**config.mk**
```make
export PLATFORM = sky130hd
export DESIGN_NAME = fc_config_totalizer
export DESIGN_NICKNAME = d
export VERILOG_FILES = /design/src/logic/fc_pkg.sv /design/src/logic/fc_config_totalizer.sv
export VERILOG_INCLUDE_DIRS = /design/src /design/src/logic
export SDC_FILE = /design/constraint.sdc
export NUM_CORES = 1
export LEC_CHECK = 0
export BUFFER_PORTS_ARGS = -buffer_cell sky130_fd_sc_hd__buf_2
export CORE_MARGIN = 1
export CORE_UTILIZATION = 55
export DETAILED_ROUTE_END_ITERATION = 10
export GPL_ROUTABILITY_DRIVEN = 0
export PLACE_DENSITY = 0.8
export SKIP_LAST_GASP = 1
export SYNTH_ARGS = -nofsm -noshare
export SYNTH_HDL_FRONTEND = slang
export SYNTH_SLANG_ARGS = --single-unit
```
**constraint.sdc**
```tcl
create_clock -name pclk -period 4.08 [get_ports pclk]
set_input_delay 0.408 -clock pclk [delete_from_list [all_inputs] [get_ports pclk]]
set_output_delay 0.408 -clock pclk [all_outputs]
set_load 0.01 [all_outputs]
```
**src/logic/fc_defines.svh**
```systemverilog
// offsets, field positions, reset values and limits of the config/totalizer block
`ifndef FC_DEFINES_SVH
`define FC_DEFINES_SVH
`define FC_OFS_CTRL 8'h00
`define FC_OFS_ACCESS 8'h04
`define FC_OFS_CODE 8'h08
`define FC_OFS_ADDR 8'h0c
`define FC_OFS_CHAN 8'h10
`define FC_OFS_UNIT 8'h14
`define FC_OFS_STAT 8'h18
`define FC_OFS_TOTAL 8'h1c
`define FC_OFS_BUSUNIT 8'h20
`define FC_CTRL_BIDIR 0
`define FC_CTRL_TMODE_LO 1
`define FC_CTRL_PROFILE 3
`define FC_CTRL_PUSH 4
`define FC_UNIT_KIND_LO 8
`define FC_UNIT_NEWPASS 31
`define FC_RST_CODE 16'h0050
`define FC_RST_ADDR 7'h7e
`define FC_RST_CHAN 16'h0111
`define FC_RST_UNIT 8'h00
`define FC_CHAN_OFF 16'h0000
`define FC_ADDR_MIN 7'h01
`define FC_ADDR_MAX 7'h7e
`endif

```
**src/logic/fc_pkg.sv**
```systemverilog
// types of the config/totalizer block
package fc_pkg;
  typedef enum logic [1:0] {ST_TEST, ST_MEAS, ST_FAIL} fc_state_t;
  typedef enum logic [1:0] {TM_BALANCE, TM_POSITIVE, TM_NEGATIVE, TM_HOLD} fc_tmode_t;
endpackage : fc_pkg

```
**src/logic/fc_config_totalizer.sv**
```systemverilog
// fieldbus configuration, access control and flow totalizer with an apb register file
//
// The APB register port and the register addresses were decided locally.
`timescale 1ns/10ps
`default_nettype none
`include "fc_defines.svh"
// Notes on behaviour
// RULE1: jumper locked means every acyclic fieldbus write is refused.
// RULE2: jumper open (unlocked) is the default; fieldbus writes then accepted.
// RULE3: status shows write lock on while locked, off while open.
// RULE4: only bus addresses 1 to 126 are taken as valid.
// RULE5: network must give each address once; wrong address is unseen by master.
// RULE6: after reset address is 126 and software addressing selected.
// RULE7: switch address is sum of binary weights 1,2,4,8,16,32,64.
// RULE8: mode switch off uses software address, on uses switches.
// RULE9: in switch mode a software address write is ignored.
// RULE10: ready led on steadily when ready, off otherwise.
// RULE11: after self test go measuring; on failure show cause code.
// RULE12: settings change only after access code entered, default 80; here fieldbus writes change settings without the code.
// RULE13: cyclic flow unit changes only when units are pushed to fieldbus.
// RULE14: unidirectional records positive flow only; bidirectional both signs.
// RULE15: channel 273 totalizes volume flow; channel 0 stops and reads 0.
// RULE16: totalizer modes balance, positive, negative, hold.
// RULE17: balance and negative are correct only in bidirectional mode.
// RULE18: cyclic total carries the variable chosen by the channel.
// RULE19: profile bit picks full function or standard profile, full default.
// RULE20: unit setup offers unconfigured units; totals units follow flow units.
module fc_config_totalizer #(
  parameter int AW = 8,
  parameter int FW = 16,
  parameter int TW = 32
) (
  // clock and reset
  input wire logic pclk,
  input wire logic presetn,
  // apb slave
  input wire logic [AW-1:0] paddr,
  input wire logic psel,
  input wire logic penable,
  input wire logic pwrite,
  input wire logic [31:0] pwdata,
  output logic [31:0] prdata,
  output logic pready,
  output logic pslverr,
  // hardware straps
  input wire logic wp_jumper,
  input wire logic [6:0] addr_sw,
  input wire logic addr_mode_sw,
  // acyclic fieldbus write port
  input wire logic fb_wr_req,
  input wire logic [AW-1:0] fb_wr_addr,
  input wire logic [31:0] fb_wr_data,
  output logic fb_wr_ack,
  output logic fb_wr_nak,
  // self test
  input wire logic test_done,
  input wire logic test_fail,
  input wire logic [3:0] fail_cause,
  // flow samples
  input wire logic flow_valid,
  input wire logic [FW-1:0] flow_rate,
  // outputs to the fieldbus side and panel
  output logic led_ready,
  output logic [6:0] bus_addr,
  output logic bus_addr_ok,
  output logic [TW-1:0] cyc_total,
  output logic [7:0] cyc_flow_unit,
  output logic full_function_profile,
  output logic [3:0] err_code
);
  // ----------------------------------------------------------------
  // state
  // ----------------------------------------------------------------
  fc_pkg::fc_state_t state_ff;
  fc_pkg::fc_state_t nxt_state;
  logic bidir_ff;
  logic [1:0] tmode_ff;
  logic profile_ff;
  logic unlocked_ff;
  logic [15:0] code_ff;
  logic [6:0] sw_addr_ff;
  logic [15:0] chan_ff;
  logic [7:0] unit_ff [3];
  logic [2:0] done_ff;
  logic [7:0] bus_unit_ff;
  logic [TW-1:0] total_ff;
  logic [3:0] err_ff;
  logic [31:0] prdata_ff;
  logic pready_ff;
  logic pslverr_ff;
  logic ack_ff;
  logic nak_ff;
  logic [6:0] addr_ff;
  logic addr_ok_ff;
  logic [TW-1:0] cyc_ff;
  logic led_ff;
  // ----------------------------------------------------------------
  // write source selection
  // ----------------------------------------------------------------
  wire setup = psel & ~penable;
  wire apb_wr = psel & penable & pready_ff & pwrite;
  wire rd_hit =
    (paddr == `FC_OFS_CTRL) | (paddr == `FC_OFS_ACCESS) | (paddr == `FC_OFS_CODE) |
    (paddr == `FC_OFS_ADDR) | (paddr == `FC_OFS_CHAN) | (paddr == `FC_OFS_UNIT) |
    (paddr == `FC_OFS_STAT) | (paddr == `FC_OFS_TOTAL) | (paddr == `FC_OFS_BUSUNIT);
  wire fb_hit =
    (fb_wr_addr == `FC_OFS_CTRL) | (fb_wr_addr == `FC_OFS_ADDR) |
    (fb_wr_addr == `FC_OFS_CHAN) | (fb_wr_addr == `FC_OFS_UNIT);
  // apb has priority; a fieldbus write colliding with it is refused, not delayed
  wire fb_take = fb_wr_req & ~wp_jumper & fb_hit & ~apb_wr; // RULE1 RULE2
  wire we = (apb_wr & unlocked_ff) | fb_take; // RULE12
  wire [AW-1:0] wa = apb_wr ? paddr : fb_wr_addr;
  wire [31:0] wd = apb_wr ? pwdata : fb_wr_data;
  wire wr_ctrl = we & (wa == `FC_OFS_CTRL);
  wire wr_code = apb_wr & unlocked_ff & (paddr == `FC_OFS_CODE);
  wire wr_acc = apb_wr & (paddr == `FC_OFS_ACCESS);
  wire wr_addr = we & (wa == `FC_OFS_ADDR);
  wire wr_chan = we & (wa == `FC_OFS_CHAN);
  wire wr_unit = we & (wa == `FC_OFS_UNIT);
  // ----------------------------------------------------------------
  // addressing
  // ----------------------------------------------------------------
  wire [6:0] hw_addr = addr_sw; // RULE7
  wire [6:0] wr_av = wd[6:0];
  wire av_ok = (wr_av >= `FC_ADDR_MIN) & (wr_av <= `FC_ADDR_MAX);
  wire take_addr = wr_addr & av_ok & ~addr_mode_sw; // RULE4 RULE9
  wire [6:0] eff_addr = addr_mode_sw ? hw_addr : sw_addr_ff; // RULE8
  wire eff_ok = (eff_addr >= `FC_ADDR_MIN) & (eff_addr <= `FC_ADDR_MAX); // RULE4
  // ----------------------------------------------------------------
  // unit setup
  // ----------------------------------------------------------------
  wire [1:0] kind = wd[`FC_UNIT_KIND_LO+1:`FC_UNIT_KIND_LO];
  wire newpass = wr_unit & wd[`FC_UNIT_NEWPASS];
  // a unit already set in this pass is no longer offered
  wire take_unit = wr_unit & ~newpass & (kind != 2'd3) & ~done_ff[kind]; // RULE20
  wire push = wr_ctrl & wd[`FC_CTRL_PUSH];
  // ----------------------------------------------------------------
  // totalizer arithmetic
  // ----------------------------------------------------------------
  wire neg = flow_rate[FW-1];
  wire [TW-1:0] fext = {{(TW-FW){flow_rate[FW-1]}}, flow_rate};
  wire recorded = ~neg | bidir_ff; // RULE14
  // balance without bidirectional mode only ever sees positive portions; negative then adds nothing
  logic add_en;
  always_comb begin
    unique case (fc_pkg::fc_tmode_t'(tmode_ff)) // RULE16 RULE17
      fc_pkg::TM_BALANCE: add_en = recorded;
      fc_pkg::TM_POSITIVE: add_en = ~neg;
      fc_pkg::TM_NEGATIVE: add_en = neg & bidir_ff;
      fc_pkg::TM_HOLD: add_en = 1'b0;
    endcase
  end
  wire chan_off = (chan_ff == `FC_CHAN_OFF);
  wire chan_vol = (chan_ff == `FC_RST_CHAN);
  wire tot_step = (state_ff == fc_pkg::ST_MEAS) & flow_valid & add_en & chan_vol;
  wire [TW-1:0] tot_sum = total_ff + fext;
  // ----------------------------------------------------------------
  // start-up sequence
  // ----------------------------------------------------------------
  always_comb begin
    nxt_state = state_ff;
    unique case (state_ff) // RULE11
      fc_pkg::ST_TEST: begin
        if (test_fail) begin
          nxt_state = fc_pkg::ST_FAIL;
        end else if (test_done) begin
          nxt_state = fc_pkg::ST_MEAS;
        end
      end
      fc_pkg::ST_MEAS: nxt_state = fc_pkg::ST_MEAS;
      fc_pkg::ST_FAIL: nxt_state = fc_pkg::ST_FAIL;
      default: nxt_state = fc_pkg::ST_TEST;
    endcase
  end
  // ----------------------------------------------------------------
  // read mux
  // ----------------------------------------------------------------
  wire [31:0] st_word = {12'h000, ~done_ff, err_ff, state_ff, eff_addr, eff_ok,
                         addr_mode_sw, unlocked_ff, wp_jumper}; // RULE3
  logic [31:0] rmux;
  always_comb begin
    rmux = 32'h0000_0000;
    unique case (paddr)
      `FC_OFS_CTRL: rmux = {28'h0, profile_ff, tmode_ff, bidir_ff};
      `FC_OFS_ACCESS: rmux = {31'h0, unlocked_ff};
      `FC_OFS_CODE: rmux = {16'h0, code_ff};
      `FC_OFS_ADDR: rmux = {25'h0, sw_addr_ff};
      `FC_OFS_CHAN: rmux = {16'h0, chan_ff};
      `FC_OFS_UNIT: rmux = {5'h0, done_ff, unit_ff[2], unit_ff[1], unit_ff[0]};
      `FC_OFS_STAT: rmux = st_word;
      `FC_OFS_TOTAL: rmux = total_ff;
      `FC_OFS_BUSUNIT: rmux = {24'h0, bus_unit_ff};
      default: rmux = 32'h0000_0000;
    endcase
  end
  // ----------------------------------------------------------------
  // apb handshake: data latched in setup, pready for one access cycle
  // ----------------------------------------------------------------
  always_ff @(posedge pclk or negedge presetn) begin
    if (!presetn) begin
      prdata_ff <= 32'h0000_0000;
      pready_ff <= 1'b0;
      pslverr_ff <= 1'b0;
    end else begin
      pready_ff <= setup;
      if (setup) begin
        prdata_ff <= pwrite ? 32'h0000_0000 : rmux;
        pslverr_ff <= ~rd_hit;
      end
    end
  end
  // ----------------------------------------------------------------
  // configuration registers
  // ----------------------------------------------------------------
  always_ff @(posedge pclk or negedge presetn) begin
    if (!presetn) begin
      bidir_ff <= 1'b0;
      tmode_ff <= 2'h0;
      profile_ff <= 1'b1;
      unlocked_ff <= 1'b0;
      code_ff <= `FC_RST_CODE;
      sw_addr_ff <= `FC_RST_ADDR; // RULE6
      chan_ff <= `FC_RST_CHAN;
      done_ff <= 3'h0;
      bus_unit_ff <= `FC_RST_UNIT;
    end else begin
      if (wr_ctrl) begin
        bidir_ff <= wd[`FC_CTRL_BIDIR]; // RULE14
        tmode_ff <= wd[`FC_CTRL_TMODE_LO+1:`FC_CTRL_TMODE_LO]; // RULE16
        profile_ff <= wd[`FC_CTRL_PROFILE]; // RULE19
      end
      if (wr_acc) begin
        unlocked_ff <= (pwdata[15:0] == code_ff); // RULE12
      end
      if (wr_code) begin
        code_ff <= pwdata[15:0];
      end
      if (take_addr) begin
        sw_addr_ff <= wr_av; // RULE9
      end
      if (wr_chan) begin
        chan_ff <= wd[15:0];
      end
      if (newpass) begin
        done_ff <= 3'h0;
      end else if (take_unit) begin
        done_ff[kind] <= 1'b1; // RULE20
      end
      if (push) begin
        bus_unit_ff <= unit_ff[1]; // RULE13
      end
    end
  end
  // volume flow unit is kind 1; volume/mass/corrected units read back as the flow codes
  always_ff @(posedge pclk or negedge presetn) begin
    if (!presetn) begin
      unit_ff[0] <= `FC_RST_UNIT;
      unit_ff[1] <= `FC_RST_UNIT;
      unit_ff[2] <= `FC_RST_UNIT;
    end else if (take_unit) begin
      unit_ff[kind] <= wd[7:0]; // RULE20
    end
  end
  // ----------------------------------------------------------------
  // start-up, totalizer and output flops
  // ----------------------------------------------------------------
  always_ff @(posedge pclk or negedge presetn) begin
    if (!presetn) begin
      state_ff <= fc_pkg::ST_TEST;
      err_ff <= 4'h0;
      total_ff <= '0;
      ack_ff <= 1'b0;
      nak_ff <= 1'b0;
      addr_ff <= `FC_RST_ADDR;
      addr_ok_ff <= 1'b1;
      cyc_ff <= '0;
      led_ff <= 1'b0;
    end else begin
      state_ff <= nxt_state;
      if ((state_ff == fc_pkg::ST_TEST) & test_fail) begin
        err_ff <= fail_cause; // RULE11
      end
      if (chan_off) begin
        total_ff <= '0; // RULE15
      end else if (tot_step) begin
        total_ff <= tot_sum; // RULE15
      end
      ack_ff <= fb_take;
      nak_ff <= fb_wr_req & ~fb_take; // RULE1
      addr_ff <= eff_addr;
      addr_ok_ff <= eff_ok;
      cyc_ff <= total_ff; // RULE18
      // taken from the next state so the led flop does not lag the state flop
      led_ff <= (nxt_state == fc_pkg::ST_MEAS); // RULE10
    end
  end
  assign prdata = prdata_ff;
  assign pready = pready_ff;
  assign pslverr = pslverr_ff;
  assign fb_wr_ack = ack_ff;
  assign fb_wr_nak = nak_ff;
  assign led_ready = led_ff;
  assign bus_addr = addr_ff;
  assign bus_addr_ok = addr_ok_ff;
  assign cyc_total = cyc_ff;
  assign cyc_flow_unit = bus_unit_ff;
  assign full_function_profile = profile_ff;
  assign err_code = err_ff;
endmodule : fc_config_totalizer
`default_nettype wire

```
==> metrics.txt, run 1 <==
worst slew pin tran 1.05 ns; synth top area cells dfrtp_1, mux2_2, dfstp_2; Final Core Density 66.8%; Gate power share 7.4%; multi-input logic area 4610 µm²; Psw 0.950 mW; Overall Global Routing Usage 30.6%; Max Cap Viol 0; # fillers 1302; DP HPWL 19600 µm; Mean Syn Cell Area 11.1 µm²; largest net degree at the start of global routing 116; final worst path period share 83.3%; share of layout cells above drive strength 1 30.9%; Syn-to-layout area delta 18.7%; Yosys top cell by area dfrtp_1; clk root buf clkbuf_16; H-tree lvl count 4; antenna-violating nets left 0; sequential power share 47.2%; Setup crit start kind flip-flop; Leak 5.86 nW; DRC 0; total CTS buffers 17; antenna fix cells 0; CP Capture Type flip-flop; vias in the first global route 7525; Worst EP required 4.41 ns; register area 4880 µm²; pwr dens 362 nW/µm²; final hold viol count 0; initial antenna violation count 0; Routed wire per std cell 21.2 µm; CP Buf/Inv Count 0; Synth Cell Area 9710 µm²; CTS resizes 0; yosys synthesis warning count 0; Mapped Cells 874; Worst path most repeated cell o21ai_1; post-synthesis register bit count 194; normalized max-slew margin 29.9%; critical path arrival 3.72 ns; Pint 3.22 mW; Routed Wire Length 27300 µm; Via density 6.30; I/O pin total 208; ys flop type dfrtp_1; Period minus WS final 3.40 ns; die span in x 135 µm; Post-Layout Cell Count 1286; Clock Latency Late Sink 0.44 ns; fmax 0.294 GHz; Setup Buffers After CTS 0; RSZ-0062 raised after global routing false; Final Setup Violations 0; synth cell count leaders dfrtp_1, nand2_1, mux2_2; Initial Util 56.3%; Placement Cell Area 10800 µm²; pre-CTS setup slack 0.697 ns; top-count cell post-synth dfrtp_1; IO Port Bufs 177; die area 18200 µm²; clk_skew 0.0111 ns; critical path's largest stage delay 0.43 ns; Yosys cell types 71; VDD IR max 0.000322 V; Min-Delay Path Class input port to async pin; max-slew violations 0; Clk pwr share 45.4%; post-route cell area 11500 µm²; CP Cell Sequence ha_1 > fa_1 > a211oi_1 > o21ai_1 > nand3_1 > o21ai_1 > a211oi_2 > o211a_1 > o21ai_1 > xor2_1 > a22o_1; Setup TNS 0 ns; Initial DRT Pass Iterations 5; status finished clean; setup ws final 0.681 ns; Post-synth EDFFs 0; Iteration-0 DRC Markers 935; CP max FO 4; Synthesized Nets 1024; Core Area 17200 µm²; nets 1198; height of the die 135 µm; switching portion of total power 22.8%; Site Rows 48; cts hold-fix bufs 0; Placed Instances 1254; Worst path slowest cell dfrtp_1; Worst path top cell family by delay compound AO/OA/AOI/OAI gates; post-synthesis sequential area ratio 50.3%; CTS Buffer Depth 2; Worst-path clk slew 0.07 ns; Synth top area share 45.1%; vias 8099; first-pass GRT wire length 41800 µm; CTS sink count 194; TritonCTS clock tree built; aggregate global routing overflow 0; worst setup path class flip-flop to flip-flop; Post-synth ARST share 100%
-- metrics by stage --
stage          total power, mW  hold slack [ns]
2_1_floorplan             2.16            0.112
3_3_place_gp              2.30            0.393
3_5_place_dp              2.31            0.411
4_1_cts                   4.18            0.138
5_1_grt                   4.29            0.173
6_report                  4.17           0.0967
-- final timing paths --
check	cells after the start	slack (ns)	startpoint	end
min in group pclk	2	0.20	fail_cause[3]	err_code[3]
worst min-delay path	1	0.1	presetn	cyc_total[0]
worst max-delay path	11	0.68	total_ff[0]	total_ff[30]
max in group asynchronous	2	2.97	presetn	chan_ff[8]
worst max register to register	11	0.68	total_ff[0]	total_ff[30]
worst min register to register	0	0.43	total_ff[31]	cyc_total[31]
-- cells in the final DEF (no fill, tap or decap), drive strengths merged, types with 6 or more instances in the layout --
master / netlist / layout
nand3: 20 / 20
xnor2: 32 / 32
a22o: 47 / 47
a222oi: 15 / 15
nand2: 98 / 98
a21o: 23 / 23
a22oi: 18 / 18
xor2: 12 / 12
dfrtp: 175 / 175
ha: 31 / 31
nor4: 7 / 7
nor3: 11 / 11
and2: 8 / 8
inv: 13 / 14
buf: 12 / 193
mux2i: 9 / 9
nand4: 8 / 8
a221oi: 6 / 6
nor2: 49 / 49
mux2: 66 / 66
a21oi: 36 / 36
nand2b: 8 / 8
a31oi: 25 / 25
o21ai: 38 / 38
clkbuf: 27 / 22
dfstp: 19 / 19
-- registers in the layout, summed over array words and instances, names as in the netlist, 2 cells and up --
register / count
bus_addr: 7
chan_ff: 16
code_ff: 16
cyc_flow_unit: 8
cyc_total: 32
done_ff: 3
err_code: 4
prdata: 32
state_ff: 2
sw_addr_ff: 7
tmode_ff: 2
total_ff: 32
unit_ff: 24
-- layout make-up --
cell class              count  area share (%)
inverters                  13           0.424
clock inverters            11            1.72
flip-flops and latches    194            42.4
well taps                 225            2.44
clock buffers              21            4.17
repair buffers            194            8.88
multi-input cells         628            40.0
-- layer usage --
metal | global-route usage [%] | wire length [µm] | up-vias | part of all wire, %
met3 | 5.52 | 2660 | 53 | 9.8
met2 | 46.2 | 12500 | 464 | 46
met5 | 0 | 0 | - | 0
li1 | - | - | 3606 | -
met4 | 11.5 | 668 | 0 | 2.4
met1 | 44.2 | 11400 | 3976 | 42
-- power groups by stage --
stage / registers, mW / clock network (mW) / logic, mW
floorplan: 2.00 / 0 / 0.159
global placement: 2.00 / 0 / 0.298
detailed placement: 2.00 / 0 / 0.305
CTS: 1.97 / 1.90 / 0.307
global route: 1.97 / 1.99 / 0.338
finish: 1.97 / 1.89 / 0.308
-- logic make-up after synthesis --
group	count (synthesis)	synth area share (%)
AO/OA/AOI/OAI	244	18.4
XOR/XNOR	44	3.97
adder cells (fa/ha/maj)	32	4.20
buffers and inverters	52	2.32
flip-flops	194	50.3
multiplexers	75	8.86
AND/OR/NAND/NOR	233	12.0
Note: power is estimated with default switching activity, not from simulation.
==> run 2, diff against run 1 <==
--- a/config.mk
+++ b/config.mk
@@ -8,10 +8,10 @@
 export LEC_CHECK = 0
 export BUFFER_PORTS_ARGS = -buffer_cell sky130_fd_sc_hd__buf_2
 export CORE_MARGIN = 1
-export CORE_UTILIZATION = 55
+export CORE_UTILIZATION = 50
 export DETAILED_ROUTE_END_ITERATION = 10
 export GPL_ROUTABILITY_DRIVEN = 0
-export PLACE_DENSITY = 0.8
+export PLACE_DENSITY = 0.77
 export SKIP_LAST_GASP = 1
 export SYNTH_ARGS = -nofsm -noshare
 export SYNTH_HDL_FRONTEND = slang
==> constraint.sdc (replaced) <==
create_clock -name pclk -period 2.9 [get_ports pclk]
set_input_delay 0.29 -clock pclk [delete_from_list [all_inputs] [get_ports pclk]]
set_output_delay 0.29 -clock pclk [all_outputs]
set_load 0.01 [all_outputs]
==> metrics.txt, run 2 (synthesis gave the netlist of run 1 again) <==
worst hold path endpoint fb_wr_nak; CTS Buffer Depth 2 (unchanged); fmax 0.351 GHz (+19%); CP Capture Type flip-flop; clk_skew 0.0101 ns (-0.00102 ns); critical path's largest stage delay 0.53 ns (+0.10 ns); Routed wire per std cell 19.8 µm (-6.6%); CP Buf/Inv Count 1 (+1); Worst path top cell family by delay simple AND/OR/NAND/NOR gates; HP Start fb_wr_req; VDD IR max 0.000470 V (+46%); Leak 6.06 nW (+3.5%); aggregate global routing overflow 0 (unchanged); normalized max-slew margin 51.0% (+21 points); Initial Util 51.4% (-4.9 points); vias 8109 (+0.12%); largest net degree at the start of global routing 77 (-34%); Period minus WS final 2.85 ns (-0.554 ns); Worst EP required 3.27 ns (-1.14 ns); DP HPWL 20100 µm (+2.4%); die area 20000 µm² (+9.9%); die span in x 141 µm (+4.8%); worst hold path stage count 2; final hold viol count 0 (unchanged); Clock Latency Late Sink 0.45 ns (about the same); most frequent cells in the layout buf_2, dfrtp_1, nand2_1, buf_4, mux2_2; CP Cell Sequence nand4_1 > nand2_1 > nand2_1 > or4_1 > o41ai_1 > or4_1 > buf_4 > mux2_4; first-pass GRT wire length 42000 µm (+0.41%); final worst path period share 98.1% (+15 points); Core Area 18900 µm² (+9.6%); Initial DRT Pass Iterations 6 (+1); Overall Global Routing Usage 27.9% (-2.7 points); worst hold margin 0.0692 ns (-0.0275 ns); height of the die 141 µm (+4.8%); Max Cap Viol 0 (unchanged); Setup crit start kind flip-flop; Via density 5.92 (-6.0%); Iteration-0 DRC Markers 742 (-21%); vias in the first global route 7701 (+2.3%); Placement Cell Area 11200 µm² (+3.7%); worst slew pin tran 0.714 ns (-0.338 ns); H-tree lvl count 4 (unchanged); critical path arrival 3.21 ns (-0.51 ns); max-slew violations 0 (unchanged); R2R setup slack 0.05 ns (-0.63 ns); CTS sink count 194 (unchanged); share of layout cells above drive strength 1 34.3% (+3.4 points); Routed Wire Length 27200 µm (-0.45%); status finished clean; antenna fix cells 0 (unchanged); Min-Delay Path Class input port to flip-flop; post-route cell area 11900 µm² (+3.2%); nets 1247 (+4.1%); Worst-path clk slew 0.07 ns (about the same); Final Setup Violations 0 (unchanged); TritonCTS clock tree built; Worst path slowest cell or4_1; IO Port Bufs 177 (unchanged); Site Rows 50 (+4.2%); clk root buf clkbuf_16; Pwr Total 5.51 mW (+32%); commonest non-fill, non-tap cell in the layout buf_2; antenna-violating nets left 0 (unchanged); Reg2Reg Depth 8 (-3); I/O pin total 208 (unchanged); pwr dens 464 nW/µm² (+28%); CP max FO 6 (+2); DRC 0 (unchanged); RR Endpoint sw_addr_ff[5]; total CTS buffers 17 (unchanged); worst setup path class flip-flop to flip-flop; Syn-to-layout area delta 22.4%; worst r2r src pready; initial antenna violation count 0 (unchanged)
run 2: cell count changes in the layout (fill, tap and decap cells not counted), moves of 3 or more:
cell,change
ha_1,-3
bufinv_16,-5
inv_6,+3
inv_8,+6
clkbuf_8,-4
buf_4,+46
run 2: power breakdown:
group / internal [mW] / switching, mW / leakage [nW]
Clock: 1.15 / 1.14 / 0.281
Combinational: 0.173 / 0.281 / 3.18
Sequential: 2.74 / 0.0291 / 2.60
run 2: timing repair:
action | 4_1_cts | 5_1_grt
gates resized for setup | 0 | 8
hold buffers | 1 | 0
buffers inserted | 0 | 4
endpoints found under the hold margin | 39 | 0
endpoints found under the setup margin | 0 | 5
run 2: routing by layer:
layer / part of all wire (%) / GRT usage (%) / vias up
met5: 0 / 0 / -
met4: 4.1 / 14.1 / 0
met3: 7.9 / 6.99 / 72
met2: 46 / 41.2 / 400
met1: 42 / 38.2 / 3920
li1: - / - / 3717
run 2: layout make-up:
class	count	area [µm²]
tap	260	325
multi-input combinational	628	4650
sequential	194	4880
fill	1560	7010
clock buffer	18	429
clock inverter	14	134
timing repair buffer	243	1420
inverter	13	48.8
run 2: worst max path at each step:
stage                 start       endpoint  slack, ns  cells after the start
2_1_floorplan   total_ff[0]   total_ff[28]       0.18                     11
3_3_place_gp   flow_rate[0]   total_ff[28]       0.05                     12
3_5_place_dp   flow_rate[0]   total_ff[28]       0.05                     12
4_1_cts         total_ff[0]   total_ff[28]       0.07                     11
5_1_grt         total_ff[1]   total_ff[31]      -0.04                     11
6_report             pready  sw_addr_ff[5]       0.05                      8
run 2: metrics by stage:
step,TNS (ns),utilization (%),setup WS [ns],instances
floorplan,0,-,0.185,874
global placement,0,59.5,0.0508,1333
detailed placement,0,59.5,0.0541,1333
CTS,0,62.5,0.0662,1366
global route,-0.0451,62.9,-0.0413,1370
finish,0,62.9,0.0548,1370
==> run 3, diff against run 2 <==
--- a/config.mk
+++ b/config.mk
@@ -6,12 +6,12 @@
 export SDC_FILE = /design/constraint.sdc
 export NUM_CORES = 1
 export LEC_CHECK = 0
-export BUFFER_PORTS_ARGS = -buffer_cell sky130_fd_sc_hd__buf_2
 export CORE_MARGIN = 1
-export CORE_UTILIZATION = 50
+export CORE_UTILIZATION = 55
 export DETAILED_ROUTE_END_ITERATION = 10
+export DONT_BUFFER_PORTS = 1
 export GPL_ROUTABILITY_DRIVEN = 0
-export PLACE_DENSITY = 0.77
+export PLACE_DENSITY = 0.73
 export SKIP_LAST_GASP = 1
 export SYNTH_ARGS = -nofsm -noshare
 export SYNTH_HDL_FRONTEND = slang
==> metrics.txt, run 3 (synthesis gave the netlist of run 1 again) <==
Min-Delay Path Class input port to async pin; I/O pin total 208 (unchanged); total CTS buffers 17 (unchanged); max-slew violations 0 (unchanged); share of layout cells above drive strength 1 20.0% (-14 points); Max Cap Viol 0 (unchanged); DRC 0 (unchanged); worst setup path class flip-flop to flip-flop; first-pass GRT wire length 41900 µm (-0.18%); IO Port Bufs 0 (-100%); Psw 1.30 mW (-10%); VDD IR max 0.000424 V (-9.7%); aggregate global routing overflow 0 (unchanged); initial antenna violation count 0 (unchanged); Final Core Density 64.6% (+1.7 points); CP Capture Type flip-flop; switching portion of total power 23.3% (-3.0 points); largest net degree at the start of global routing 195 (+150%); Overall Global Routing Usage 30.9% (+3.0 points); height of the die 135 µm (-4.6%); DP HPWL 19000 µm (-5.8%); RSZ-0062 raised after global routing true; Initial Util 56.3% (+4.9 points); Gate power share 4.9% (-3.3 points); CP max FO 4 (-2); pre-CTS setup slack 0.0219 ns (-0.0321 ns); worst slew pin tran 1.02 ns (+0.308 ns); final worst path period share 99.4% (+1.3 points); vias 7576 (-6.6%); Via density 6.50 (+9.8%); final hold viol count 194 (+194); Setup crit start kind flip-flop; Worst-path clk slew 0.07 ns (about the same); # fillers 1327 (-15%); Routed Wire Length 27100 µm (-0.28%); clk_skew 0.0124 ns (+0.00230 ns); setup ws final 0.0179 ns (-0.0369 ns); antenna fix cells 0 (unchanged); fmax 0.347 GHz (-1.3%); commonest non-fill, non-tap cell in the layout dfrtp_1; Post-Layout Cell Count 1166 (-15%); vias in the first global route 7218 (-6.3%); Placed Instances 1103 (-17%); clk root buf clkbuf_16; sequential power share 50.0% (-0.3 points); Leak 5.28 nW (-13%); Initial DRT Pass Iterations 6 (unchanged); multi-input logic area 4650 µm² (about the same); Core Area 17200 µm² (-8.8%); normalized max-slew margin 31.6% (-19 points); die area 18200 µm² (-9.0%); Clk pwr share 45.1% (+3.6 points); Iteration-0 DRC Markers 856 (+15%); register area 4880 µm² (unchanged); Worst EP required 3.21 ns (-0.06 ns); Clock Latency Late Sink 0.44 ns (about the same); Period minus WS final 2.88 ns (+0.0369 ns); most frequent cells in the layout dfrtp_1, nand2_1, mux2_2, a22o_1, nor2_1; Final Setup Violations 0 (unchanged); CTS Buffer Depth 2 (unchanged); worst hold margin -0.450 ns (-0.519 ns); antenna-violating nets left 0 (unchanged); status finished, violations left; Syn-to-layout area delta 14.7%; Site Rows 48 (-4.0%); CTS sink count 194 (unchanged); die span in x 135 µm (-4.6%); Routed wire per std cell 23.2 µm (+17%); H-tree lvl count 4 (unchanged); TritonCTS clock tree built; critical path arrival 3.19 ns (-0.02 ns); pwr dens 501 nW/µm² (+8.0%); Placement Cell Area 10200 µm² (-9.6%); cts hold-fix bufs 28 (+27); Pint 4.28 mW (+5.3%); nets 1078 (-14%); post-route cell area 11100 µm² (-6.3%); failing checks hold timing
==> run 3: per-layer routing <==
metal / track usage (%) / share of wire, % / up-vias
met5: 0 / 0 / -
met4: 12.0 / 2.7 / 0
met3: 7.47 / 10 / 49
met2: 45.6 / 45 / 411
met1: 43.9 / 42 / 3741
li1: - / - / 3375
==> run 3: path summary, 6_finish.rpt <==
check / from / end / slack (ns) / cells past startpoint
max in group asynchronous: presetn / full_function_profile / 3.01 / 0
min in group pclk: fb_wr_data[14] / chan_ff[14] / 0.01 / 2
worst min register to register: total_ff[31] / cyc_total[31] / 0.41 / 0
worst min-delay path: presetn / total_ff[13] / -0.45 / 0
worst max register to register: total_ff[1] / total_ff[31] / 0.02 / 11
worst max-delay path: total_ff[1] / total_ff[31] / 0.02 / 11
==> run 3: worst max-delay path, cell delays in order, from the launching register on <==
cell	delay, ns
dfrtp_1	0.45
ha_1	0.31
a21o_1	0.14
nand4_1	0.19
a2111oi_2	0.42
buf_4	0.20
nor4b_4	0.06
o31ai_4	0.40
a2111oi_2	0.13
xor2_1	0.18
a21oi_1	0.17
o22ai_1	0.11
==> run 3: final cells by class <==
type / count / share of cell area [%]
Multi-Input combinational cell: 628 / 41.8
Tap cell: 225 / 2.53
Clock buffer: 18 / 3.95
Inverter: 13 / 0.438
Timing Repair Buffer: 74 / 5.73
Sequential cell: 194 / 43.8
Clock inverter: 14 / 1.72
==> run 3: stage by stage <==
stage | power [mW] | TNS, ns
finish | 5.58 | 0
global route | 5.75 | -0.139
CTS | 5.59 | 0
detailed placement | 3.07 | 0
global placement | 3.07 | 0
floorplan | 3.04 | 0
==> run 3: power by group through the flow <==
| stage | Clock (mW) | Sequential (mW) | Combinational [mW] |
|---|---|---|---|
| CTS | 2.54 | 2.79 | 0.265 |
| finish | 2.52 | 2.79 | 0.272 |
| global placement | 0 | 2.84 | 0.232 |
| global route | 2.67 | 2.79 | 0.294 |
| detailed placement | 0 | 2.84 | 0.234 |
| floorplan | 0 | 2.81 | 0.224 |
==> run 3: what timing repair did <==
action | in CTS | in global routing
pin swaps | 1 | 5
endpoints found under the setup margin | 2 | 16
gates resized for setup | 0 | 9
endpoints found under the hold margin | 222 | 194
setup buffers | 0 | 3
